**src/pcma_pkg.sv**
```systemverilog
// Function
// - The held selector picks which control register a port-control move reaches.
// - Selector resets to 1Fh so moves write the direction registers.
// - Selector bit 4 clear: move copies the control register into W.
// - Selector bit 4 set: move copies W into the control register.
// - Comparator and wake pending on Port B swap with W regardless of bit 4.
// - Wake edge and wake enable on Port B take W regardless of bit 4.
// - Selector holds its value until software writes it again.
// - Port B reaches timer 1, Port C timer 2; 10h on Port B clears timer 1.
// - 0C/1C Schmitt B-E, 0D/1D level, 0E/1E pull-up, 0F/1F direction A-E.
// - Direction bit set means input, clear means output; all set at reset.
// - Pull-up bit set disconnects, clear connects the pull-up; all set at reset.
// - Bit 0 of each port register controls that port's lowest pin.
// - Port A has four pins, Ports B to E eight pins each.
package pcma_pkg;
  localparam int PCMA_PORT_CNT = 5;
  localparam int PCMA_PA_WIDTH = 4;
  localparam int PCMA_PORT_WIDTH = 8;
  localparam logic [2:0] PCMA_PORT_A = 3'h0;
  localparam logic [2:0] PCMA_PORT_B = 3'h1;
  localparam logic [2:0] PCMA_PORT_C = 3'h2;
  localparam logic [7:0] PCMA_MODE_RST = 8'h1f;
  localparam int PCMA_MODE_RW_BIT = 4;
  localparam logic [3:0] PCMA_SEL_CMP = 4'h8;
  localparam logic [3:0] PCMA_SEL_WKPND = 4'h9;
  localparam logic [3:0] PCMA_SEL_WKED = 4'ha;
  localparam logic [3:0] PCMA_SEL_WKEN = 4'hb;
  localparam logic [3:0] PCMA_SEL_ST = 4'hc;
  localparam logic [3:0] PCMA_SEL_LVL = 4'hd;
  localparam logic [3:0] PCMA_SEL_PLP = 4'he;
  localparam logic [3:0] PCMA_SEL_DIR = 4'hf;
  localparam logic [2:0] PCMA_TMR_CLR_IDX = 3'h0;
  localparam logic [2:0] PCMA_TMR_WR_MIN = 3'h2;
  localparam logic [7:0] PCMA_CFG_RST = 8'hff;
  localparam logic [7:0] PCMA_TMR_RST = 8'h00;
  localparam logic [7:0] PCMA_WKPND_RST = 8'h00;
  localparam int PCMA_CMP_RESULT_BIT = 0;
  typedef enum logic [2:0] {
    PCMA_ACT_NONE,
    PCMA_ACT_READ,
    PCMA_ACT_WRITE,
    PCMA_ACT_SWAP,
    PCMA_ACT_CLEAR
  } pcma_act_t;
endpackage : pcma_pkg

```
**src/pcma_cfg_reg.sv**
```systemverilog
`timescale 1ns/100ps
`default_nettype none
module pcma_cfg_reg #(
  parameter int WIDTH = 8,
  parameter logic [7:0] RESET = 8'hff
) (
  input wire logic i_sys_clk,
  input wire logic i_rstn,
  input wire logic i_we,
  input wire logic [WIDTH-1:0] i_wdata,
  output logic [WIDTH-1:0] o_q
);
  always_ff @(posedge i_sys_clk) begin
    if (!i_rstn) begin
      o_q <= RESET[WIDTH-1:0];
    end else if (i_we) begin
      o_q <= i_wdata;
    end
  end
endmodule : pcma_cfg_reg
`default_nettype wire

```
**src/pcma_timer_regs.sv**
```systemverilog
`timescale 1ns/100ps
`default_nettype none
module pcma_timer_regs
  import pcma_pkg::*;
(
  input wire logic i_sys_clk,
  input wire logic i_rstn,
  input wire logic i_we,
  input wire logic [2:0] i_idx,
  input wire logic [7:0] i_wdata,
  input wire logic [7:0] i_capture_low,
  input wire logic [7:0] i_capture_high,
  output logic [7:0] o_rdata,
  output logic [5:0][7:0] o_regs
);
  // Index 2..7: compare2 low/high, compare1 low/high, control B/A
  genvar g;
  generate
    for (g = 2; g < 8; g++) begin : g_reg
      always_ff @(posedge i_sys_clk) begin
        if (!i_rstn) begin
          o_regs[g-2] <= PCMA_TMR_RST;
        end else if (i_we && i_idx == 3'(g)) begin
          o_regs[g-2] <= i_wdata;
        end
      end
    end
  endgenerate

  always_comb begin
    case (i_idx)
      3'h0: o_rdata = i_capture_low;
      3'h1: o_rdata = i_capture_high;
      default: o_rdata = o_regs[i_idx - PCMA_TMR_WR_MIN];
    endcase
  end
endmodule : pcma_timer_regs
`default_nettype wire

```
**src/pcma_port_cfg.sv**
```systemverilog
`timescale 1ns/100ps
`default_nettype none
module pcma_port_cfg
  import pcma_pkg::*;
(
  input wire logic i_sys_clk,
  input wire logic i_rstn,
  input wire logic i_mode_wr,
  input wire logic [7:0] i_mode_wdata,
  input wire logic i_ctl_mov,
  input wire logic [2:0] i_ctl_port,
  input wire logic [7:0] i_w_data,
  input wire logic [7:0] i_t1_capture_low,
  input wire logic [7:0] i_t1_capture_high,
  input wire logic [7:0] i_t2_capture_low,
  input wire logic [7:0] i_t2_capture_high,
  input wire logic i_cmp_result,
  input wire logic [7:0] i_wake_event,
  output logic [7:0] o_mode,
  output logic o_w_wr,
  output logic [7:0] o_w_data,
  output logic o_t1_clear,
  output logic [3:0] o_dir_a,
  output logic [7:0] o_dir_b,
  output logic [7:0] o_dir_c,
  output logic [7:0] o_dir_d,
  output logic [7:0] o_dir_e,
  output logic [3:0] o_pullup_cfg_port_a,
  output logic [7:0] o_pullup_cfg_port_b,
  output logic [7:0] o_pullup_cfg_port_c,
  output logic [7:0] o_pullup_cfg_port_d,
  output logic [7:0] o_pullup_cfg_port_e,
  output logic [3:0] o_input_level_cfg_port_a,
  output logic [7:0] o_input_level_cfg_port_b,
  output logic [7:0] o_input_level_cfg_port_c,
  output logic [7:0] o_input_level_cfg_port_d,
  output logic [7:0] o_input_level_cfg_port_e,
  output logic [7:0] o_schmitt_cfg_port_b,
  output logic [7:0] o_schmitt_cfg_port_c,
  output logic [7:0] o_schmitt_cfg_port_d,
  output logic [7:0] o_schmitt_cfg_port_e,
  output logic [7:0] o_comparator_ctrl,
  output logic [7:0] o_wake_pending_flags,
  output logic [7:0] o_wake_edge_select,
  output logic [7:0] o_wake_enable_mask,
  output logic [7:0] o_timer1_compare2_low,
  output logic [7:0] o_timer1_compare2_high,
  output logic [7:0] o_timer1_compare1_low,
  output logic [7:0] o_timer1_compare1_high,
  output logic [7:0] o_timer1_control_b,
  output logic [7:0] o_timer1_control_a,
  output logic [7:0] o_timer2_compare2_low,
  output logic [7:0] o_timer2_compare2_high,
  output logic [7:0] o_timer2_compare1_low,
  output logic [7:0] o_timer2_compare1_high,
  output logic [7:0] o_timer2_control_b,
  output logic [7:0] o_timer2_control_a
);
  import pcma_pkg::*;

  logic [7:0] mode_r;
  logic [3:0] sel;
  logic rw_bit;
  logic mode_ok;
  logic [2:0] tmr_idx;
  pcma_act_t act;
  logic [7:0] rd_data;
  logic [7:0] swap_old;
  logic [4:0][7:0] dir_q;
  logic [4:0][7:0] plp_q;
  logic [4:0][7:0] lvl_q;
  logic [4:0][7:0] st_q;
  logic [7:0] t1_rdata;
  logic [7:0] t2_rdata;
  logic [5:0][7:0] t1_regs;
  logic [5:0][7:0] t2_regs;
  logic cmp_meta_r;
  logic cmp_sync_r;
  logic [7:1] cmp_ctrl_r;
  logic [7:0] wkpnd_r;
  logic [7:0] wkpnd_nxt;
  logic [7:0] wked_r;
  logic [7:0] wken_r;
  logic is_b;
  logic is_c;

  // Selector, not memory-mapped, held until rewritten
  always_ff @(posedge i_sys_clk) begin
    if (!i_rstn) begin
      mode_r <= PCMA_MODE_RST;
    end else if (i_mode_wr) begin
      mode_r <= i_mode_wdata;
    end
  end

  assign sel = mode_r[3:0];
  assign rw_bit = mode_r[PCMA_MODE_RW_BIT];
  assign mode_ok = (mode_r[7:5] == 3'h0);
  assign tmr_idx = mode_r[2:0];
  assign is_b = (i_ctl_port == PCMA_PORT_B);
  assign is_c = (i_ctl_port == PCMA_PORT_C);

  // Action decode from selector and port
  always_comb begin
    act = PCMA_ACT_NONE;
    if (i_ctl_mov && mode_ok && i_ctl_port < 3'(PCMA_PORT_CNT)) begin
      case (sel)
        PCMA_SEL_CMP, PCMA_SEL_WKPND: begin
          if (is_b) begin
            act = PCMA_ACT_SWAP;
          end
        end
        PCMA_SEL_WKED, PCMA_SEL_WKEN: begin
          if (is_b) begin
            act = PCMA_ACT_WRITE;
          end
        end
        PCMA_SEL_ST: begin
          if (i_ctl_port != PCMA_PORT_A) begin
            act = rw_bit ? PCMA_ACT_WRITE : PCMA_ACT_READ;
          end
        end
        PCMA_SEL_LVL, PCMA_SEL_PLP, PCMA_SEL_DIR: begin
          act = rw_bit ? PCMA_ACT_WRITE : PCMA_ACT_READ;
        end
        default: begin
          if (is_b || is_c) begin
            if (!rw_bit) begin
              act = PCMA_ACT_READ;
            end else if (tmr_idx >= PCMA_TMR_WR_MIN) begin
              act = PCMA_ACT_WRITE;
            end else if (tmr_idx == PCMA_TMR_CLR_IDX && is_b) begin
              act = PCMA_ACT_CLEAR;
            end
          end
        end
      endcase
    end
  end

  // Per-port configuration banks
  genvar p;
  generate
    for (p = 0; p < PCMA_PORT_CNT; p++) begin : g_port
      localparam int W = (p == 0) ? PCMA_PA_WIDTH : PCMA_PORT_WIDTH;
      logic hit;
      logic [W-1:0] dq;
      logic [W-1:0] pq;
      logic [W-1:0] lq;
      assign hit = (act == PCMA_ACT_WRITE) && (i_ctl_port == 3'(p));
      pcma_cfg_reg #(.WIDTH(W), .RESET(PCMA_CFG_RST)) u_dir (
        .i_sys_clk(i_sys_clk),
        .i_rstn(i_rstn),
        .i_we(hit && sel == PCMA_SEL_DIR),
        .i_wdata(i_w_data[W-1:0]),
        .o_q(dq)
      );
      pcma_cfg_reg #(.WIDTH(W), .RESET(PCMA_CFG_RST)) u_plp (
        .i_sys_clk(i_sys_clk),
        .i_rstn(i_rstn),
        .i_we(hit && sel == PCMA_SEL_PLP),
        .i_wdata(i_w_data[W-1:0]),
        .o_q(pq)
      );
      pcma_cfg_reg #(.WIDTH(W), .RESET(PCMA_CFG_RST)) u_lvl (
        .i_sys_clk(i_sys_clk),
        .i_rstn(i_rstn),
        .i_we(hit && sel == PCMA_SEL_LVL),
        .i_wdata(i_w_data[W-1:0]),
        .o_q(lq)
      );
      if (p == 0) begin : g_narrow
        assign dir_q[p] = {4'h0, dq};
        assign plp_q[p] = {4'h0, pq};
        assign lvl_q[p] = {4'h0, lq};
        assign st_q[p] = 8'h00;
      end else begin : g_wide
        assign dir_q[p] = dq;
        assign plp_q[p] = pq;
        assign lvl_q[p] = lq;
        pcma_cfg_reg #(.WIDTH(W), .RESET(PCMA_CFG_RST)) u_st (
          .i_sys_clk(i_sys_clk),
          .i_rstn(i_rstn),
          .i_we(hit && sel == PCMA_SEL_ST),
          .i_wdata(i_w_data[W-1:0]),
          .o_q(st_q[p])
        );
      end
    end
  endgenerate

  // Timer register sets
  pcma_timer_regs u_t1 (
    .i_sys_clk(i_sys_clk),
    .i_rstn(i_rstn),
    .i_we(act == PCMA_ACT_WRITE && is_b && !sel[3]),
    .i_idx(tmr_idx),
    .i_wdata(i_w_data),
    .i_capture_low(i_t1_capture_low),
    .i_capture_high(i_t1_capture_high),
    .o_rdata(t1_rdata),
    .o_regs(t1_regs)
  );
  pcma_timer_regs u_t2 (
    .i_sys_clk(i_sys_clk),
    .i_rstn(i_rstn),
    .i_we(act == PCMA_ACT_WRITE && is_c && !sel[3]),
    .i_idx(tmr_idx),
    .i_wdata(i_w_data),
    .i_capture_low(i_t2_capture_low),
    .i_capture_high(i_t2_capture_high),
    .o_rdata(t2_rdata),
    .o_regs(t2_regs)
  );

  // Comparator result synchroniser
  always_ff @(posedge i_sys_clk) begin
    if (!i_rstn) begin
      cmp_meta_r <= 1'b0;
      cmp_sync_r <= 1'b0;
    end else begin
      cmp_meta_r <= i_cmp_result;
      cmp_sync_r <= cmp_meta_r;
    end
  end

  assign swap_old = (sel == PCMA_SEL_CMP) ? {cmp_ctrl_r, cmp_sync_r} : wkpnd_r;

  // Comparator control bits
  always_ff @(posedge i_sys_clk) begin
    if (!i_rstn) begin
      cmp_ctrl_r <= PCMA_CFG_RST[7:1];
    end else if (act == PCMA_ACT_SWAP && sel == PCMA_SEL_CMP) begin
      cmp_ctrl_r <= i_w_data[7:1];
    end
  end

  // Wake pending: a new edge wins over the swap clear
  always_comb begin
    wkpnd_nxt = wkpnd_r;
    if (act == PCMA_ACT_SWAP && sel == PCMA_SEL_WKPND) begin
      wkpnd_nxt = i_w_data;
    end
    wkpnd_nxt = wkpnd_nxt | i_wake_event;
  end

  always_ff @(posedge i_sys_clk) begin
    if (!i_rstn) begin
      wkpnd_r <= PCMA_WKPND_RST;
    end else begin
      wkpnd_r <= wkpnd_nxt;
    end
  end

  // Wake edge and enable
  always_ff @(posedge i_sys_clk) begin
    if (!i_rstn) begin
      wked_r <= PCMA_CFG_RST;
      wken_r <= PCMA_CFG_RST;
    end else if (act == PCMA_ACT_WRITE && is_b) begin
      if (sel == PCMA_SEL_WKED) begin
        wked_r <= i_w_data;
      end
      if (sel == PCMA_SEL_WKEN) begin
        wken_r <= i_w_data;
      end
    end
  end

  // Read data mux
  always_comb begin
    case (sel)
      PCMA_SEL_ST: rd_data = st_q[i_ctl_port];
      PCMA_SEL_LVL: rd_data = lvl_q[i_ctl_port];
      PCMA_SEL_PLP: rd_data = plp_q[i_ctl_port];
      PCMA_SEL_DIR: rd_data = dir_q[i_ctl_port];
      default: rd_data = is_b ? t1_rdata : t2_rdata;
    endcase
  end

  // W return path and timer clear pulse
  always_ff @(posedge i_sys_clk) begin
    if (!i_rstn) begin
      o_w_wr <= 1'b0;
      o_w_data <= 8'h00;
      o_t1_clear <= 1'b0;
    end else begin
      o_w_wr <= (act == PCMA_ACT_READ) || (act == PCMA_ACT_SWAP);
      o_t1_clear <= (act == PCMA_ACT_CLEAR);
      if (act == PCMA_ACT_READ) begin
        o_w_data <= rd_data;
      end else if (act == PCMA_ACT_SWAP) begin
        o_w_data <= swap_old;
      end
    end
  end

  assign o_mode = mode_r;
  assign o_dir_a = dir_q[0][3:0];
  assign o_dir_b = dir_q[1];
  assign o_dir_c = dir_q[2];
  assign o_dir_d = dir_q[3];
  assign o_dir_e = dir_q[4];
  assign o_pullup_cfg_port_a = plp_q[0][3:0];
  assign o_pullup_cfg_port_b = plp_q[1];
  assign o_pullup_cfg_port_c = plp_q[2];
  assign o_pullup_cfg_port_d = plp_q[3];
  assign o_pullup_cfg_port_e = plp_q[4];
  assign o_input_level_cfg_port_a = lvl_q[0][3:0];
  assign o_input_level_cfg_port_b = lvl_q[1];
  assign o_input_level_cfg_port_c = lvl_q[2];
  assign o_input_level_cfg_port_d = lvl_q[3];
  assign o_input_level_cfg_port_e = lvl_q[4];
  assign o_schmitt_cfg_port_b = st_q[1];
  assign o_schmitt_cfg_port_c = st_q[2];
  assign o_schmitt_cfg_port_d = st_q[3];
  assign o_schmitt_cfg_port_e = st_q[4];
  assign o_comparator_ctrl = {cmp_ctrl_r, cmp_sync_r};
  assign o_wake_pending_flags = wkpnd_r;
  assign o_wake_edge_select = wked_r;
  assign o_wake_enable_mask = wken_r;
  assign o_timer1_compare2_low = t1_regs[0];
  assign o_timer1_compare2_high = t1_regs[1];
  assign o_timer1_compare1_low = t1_regs[2];
  assign o_timer1_compare1_high = t1_regs[3];
  assign o_timer1_control_b = t1_regs[4];
  assign o_timer1_control_a = t1_regs[5];
  assign o_timer2_compare2_low = t2_regs[0];
  assign o_timer2_compare2_high = t2_regs[1];
  assign o_timer2_compare1_low = t2_regs[2];
  assign o_timer2_compare1_high = t2_regs[3];
  assign o_timer2_control_b = t2_regs[4];
  assign o_timer2_control_a = t2_regs[5];
endmodule : pcma_port_cfg
`default_nettype wire

```
**config.mk**
```make
export PLATFORM = sky130hd
export DESIGN_NAME = pcma_port_cfg
export DESIGN_NICKNAME = d
export VERILOG_FILES = /design/src/pcma_pkg.sv /design/src/pcma_cfg_reg.sv /design/src/pcma_timer_regs.sv /design/src/pcma_port_cfg.sv
export SDC_FILE = /design/constraint.sdc
export NUM_CORES = 1
export LEC_CHECK = 0
export BUFFER_PORTS_ARGS = -buffer_cell sky130_fd_sc_hd__buf_2
export CAP_MARGIN = 10
export CORE_MARGIN = 3
export CORE_UTILIZATION = 33
export CTS_CLUSTER_SIZE = 28
export DETAILED_ROUTE_END_ITERATION = 10
export GPL_TIMING_DRIVEN = 1
export PLACE_DENSITY = 0.63
export SYNTH_ARGS = -nofsm -noshare
export SYNTH_HDL_FRONTEND = slang
export SYNTH_SLANG_ARGS = --single-unit
```
**constraint.sdc**
```tcl
create_clock -name i_sys_clk -period 8.8 [get_ports i_sys_clk]
set_clock_uncertainty 0.05 [all_clocks]
set_input_delay 0.44 -clock i_sys_clk [delete_from_list [all_inputs] [get_ports i_sys_clk]]
set_output_delay 0.44 -clock i_sys_clk [all_outputs]
set_load 0.01 [all_outputs]
```
==> results.cfg <==
[logic_synthesis]
syn_area_per_cell_um2 = 9.43
synth-main-ff-cell = dfxtp_1
synth_top_cell_area_share_pct = 42.7
ys_warn_count = 0
synthTopCellsByArea = dfxtp_1 43%, mux2i_1 13%, o211ai_1 8.5%
syn-num-nets = 1491
syn-cell-area_um2 = 13400
ys_seq_area_share_pct = 42.7
ys_ff_latch = 287
synth-edff-count = 0
async_reset_ff_share_pct = 0
synth_commonest_cells = 287 x dfxtp_1, 195 x nand2_1, 172 x mux2i_1
postSynthCellCount = 1425
ys_types = 69
yosysMostFrequentCell = dfxtp_1
synth_largest_area_cell = dfxtp_1

[power_and_ir_drop]
pwr-share-clk_pct = 45.8
swShare_pct = 26.2
p_seq_share_pct = 44.3
p_leak_nw = 7.56
internal_power_w = 0.00220
power_density_nw_per_um2 = 180
ir_drop_mv = 0.123
p_comb_share_pct = 10.0
p_switching_w = 0.000780

[grt]
grt_pass1_vias = 12300
grt_usage_pct = 25.0
gr-total-overflow = 0
grt_pass1_wl_um = 83900
antenna_found_initial = 0
grt_max_degree = 95

[min_path]
hp-class = input pin to flip-flop
hp-start = i_mode_wdata[2]

[clocking]
cts_setup_buffers = 0
post_cts_resized = 0
clkSinkCount = 287
clk-insertion-delay-late_ns = 0.58
cts_tree = yes
clockRootBuffer = clkbuf_16
ctsLongestPathBuffers = 3
clk_pin_slew_worst_paths_ns = 0.06
numCtsBuffers = 31
htreeDepth = 1

[sta]
rsz0062_at_grt = false
final-hold-violation-count = 0
fin_ws_ns = 4.76
maxSlewViolCount = 0
maxSlewHeadroom_pct = 25.2
setup_tns_ns = 0
setup_viol = 0
fin_crit_sh_pct = 45.9
period_minus_slack_ns = 4.04
worst_pin_slew_ns = 1.09
fmax_mhz = 248

[drt]
drc = 0
routed_wl_um = 57000
ant_nets = 0
drt-initial-drc-count = 1126
firstDrtPassIters = 6
vias = 12800
wl_per_cell_um = 25.3
via_per_inst = 5.71

[worst_setup_path]
cp_slowest_stage_delay_ns = 0.89
cpMaxStageDelayCell = nand4_1
cp-end-kind = flip-flop
crit_arrival_ns = 4.38
cp_max_fo = 52
r2r-start = o_mode[1]
startpoint_type = flip-flop
cp_cell_sequence = buf_4 > or2_2 > o21ai_0 > o211ai_2 > buf_4 > nand4_1 > o21ai_0 > o211ai_1
setup.worst_path.start = o_mode[1]
required_ns = 9.14
worstSetupPathType = flip-flop to flip-flop

[place]
gp_congestion = 0.894
hpwlAfterDp_um = 39800
post-place-ws_ns = 4.38
io_buffers = 349

[die]
initial_utilization_pct = 33.6
die_x_um = 208
core-area_um2 = 40000
die_area_um2 = 43200
rows = 73
die_h_um = 208
io_pins = 350

[cells_and_area]
nets = 1767
antenna_cells = 0
final_layout_size_suffix_gt1_share_pct = 28.8
syn_to_final_growth_pct = 23.0

[outcome]
status = finished, final reports clean

[flow_run]
drv_cap = 0
## final timing paths
path / end / slack, ns / depth (start not counted)
setup reg to reg: g_port[0].u_plp.o_q[1] / 4.76 / 8
setup / recovery: g_port[0].u_plp.o_q[1] / 4.76 / 8
hold reg to reg: cmp_sync_r / 0.39 / 1
hold / removal: o_mode[2] / 0.03 / 3
## worst max-delay path, delay by kind of cell (launching register included)
kind	cells	cell delay, ns
buffers and inverters	2	0.99
and+or+nand+nor	2	1.40
AOI/OAI and AO/OA	4	1.06
DFF	1	0.31
## power groups by stage
stage / clock network, W / registers, W / logic (W)
detailed placement: 0 / 0.00135 / 0.000292
global route: 0.00144 / 0.00132 / 0.000312
global placement: 0 / 0.00135 / 0.000289
finish: 0.00136 / 0.00132 / 0.000297
floorplan: 0 / 0.00135 / 0.000177
CTS: 0.00138 / 0.00132 / 0.000293
## cell families (layout without fill, tap and decap cells)
family	Yosys count	in the layout	synth area share, %
compound gates	339	339	18.5
xor+xnor	1	1	0.0652
fa+ha+maj	2	2	0.186
buf+inv	139	438	4.46
flops	287	287	42.7
mux	212	212	17.2
simple gates	445	445	16.9
## final cells by class
cell class                 instances  area (µm²)
clock buffer                      44         905
sequential                       287        5750
timing repair buffer             374        1940
inverter                           8        30.0
tap                              525         657
clock inverter                    12         146
multi-input combinational        999        7110
fill                            4024       23500
## per-layer routing
| layer | up-vias | share of wire [%] | track usage [%] |
|---|---|---|---|
| li1 | 5800 | - | - |
| met1 | 6314 | 42 | 33.5 |
| met2 | 621 | 46 | 39.7 |
| met3 | 109 | 8.7 | 6.44 |
| met4 | 0 | 3.4 | 7.70 |
| met5 | - | 0 | 0 |
## placed cells by master, fill, tap and decap left out, types with 7 or more instances in the layout
| cell | synthesis | routed |
|---|---|---|
| a211oi_1 | 12 | 12 |
| a21oi_1 | 17 | 17 |
| a221oi_1 | 8 | 8 |
| a22oi_1 | 20 | 20 |
| buf_2 | 20 | 348 |
| buf_4 | 6 | 23 |
| clkbuf_16 | 0 | 31 |
| clkbuf_8 | 0 | 8 |
| dfxtp_1 | 287 | 285 |
| inv_1 | 8 | 8 |
| mux2_2 | 28 | 28 |
| mux2i_1 | 172 | 172 |
| mux4_2 | 12 | 12 |
| nand2_1 | 195 | 195 |
| nand3_1 | 13 | 13 |
| nand4_1 | 17 | 17 |
| nand4_2 | 7 | 7 |
| nor2_1 | 38 | 38 |
| nor2b_1 | 112 | 110 |
| nor3_1 | 14 | 14 |
| o211ai_1 | 152 | 152 |
| o21ai_0 | 50 | 50 |
| o221ai_1 | 9 | 9 |
| o22ai_1 | 13 | 13 |
| o311a_1 | 12 | 12 |
| or3_1 | 12 | 12 |
## registers in the layout (all words and copies together), names as in the netlist
signal,cells
u_t1.o_regs,48
u_t2.o_regs,48
g_port.u_dir.o_q,36
g_port.u_lvl.o_q,36
g_port.u_plp.o_q,36
g_port.g_wide.u_st.o_q,32
o_mode,8
o_w_data,8
o_wake_edge_select,8
o_wake_enable_mask,8
o_wake_pending_flags,8
cmp_ctrl_r,7
cmp_meta_r,1
cmp_sync_r,1
o_t1_clear,1
o_w_wr,1
## stage by stage
stage	total power (W)	hold slack, ns	utilization [%]	cell area, µm²	instances
floorplan	0.00153	0.362	-	13400	1425
global placement	0.00164	0.365	38.7	15500	2191
detailed placement	0.00164	0.378	38.7	15500	2191
CTS	0.00299	0.000363	41.3	16500	2248
global route	0.00307	0.0267	41.3	16500	2249
finish	0.00298	0.0281	41.3	16500	2249
## repair_timing
item | CTS | global route
endpoints found under the hold margin | 1 | 0
setup endpoints to repair | 0 | 0
hold buffers | 1 | 0
Power figures use the tool's default switching activity.
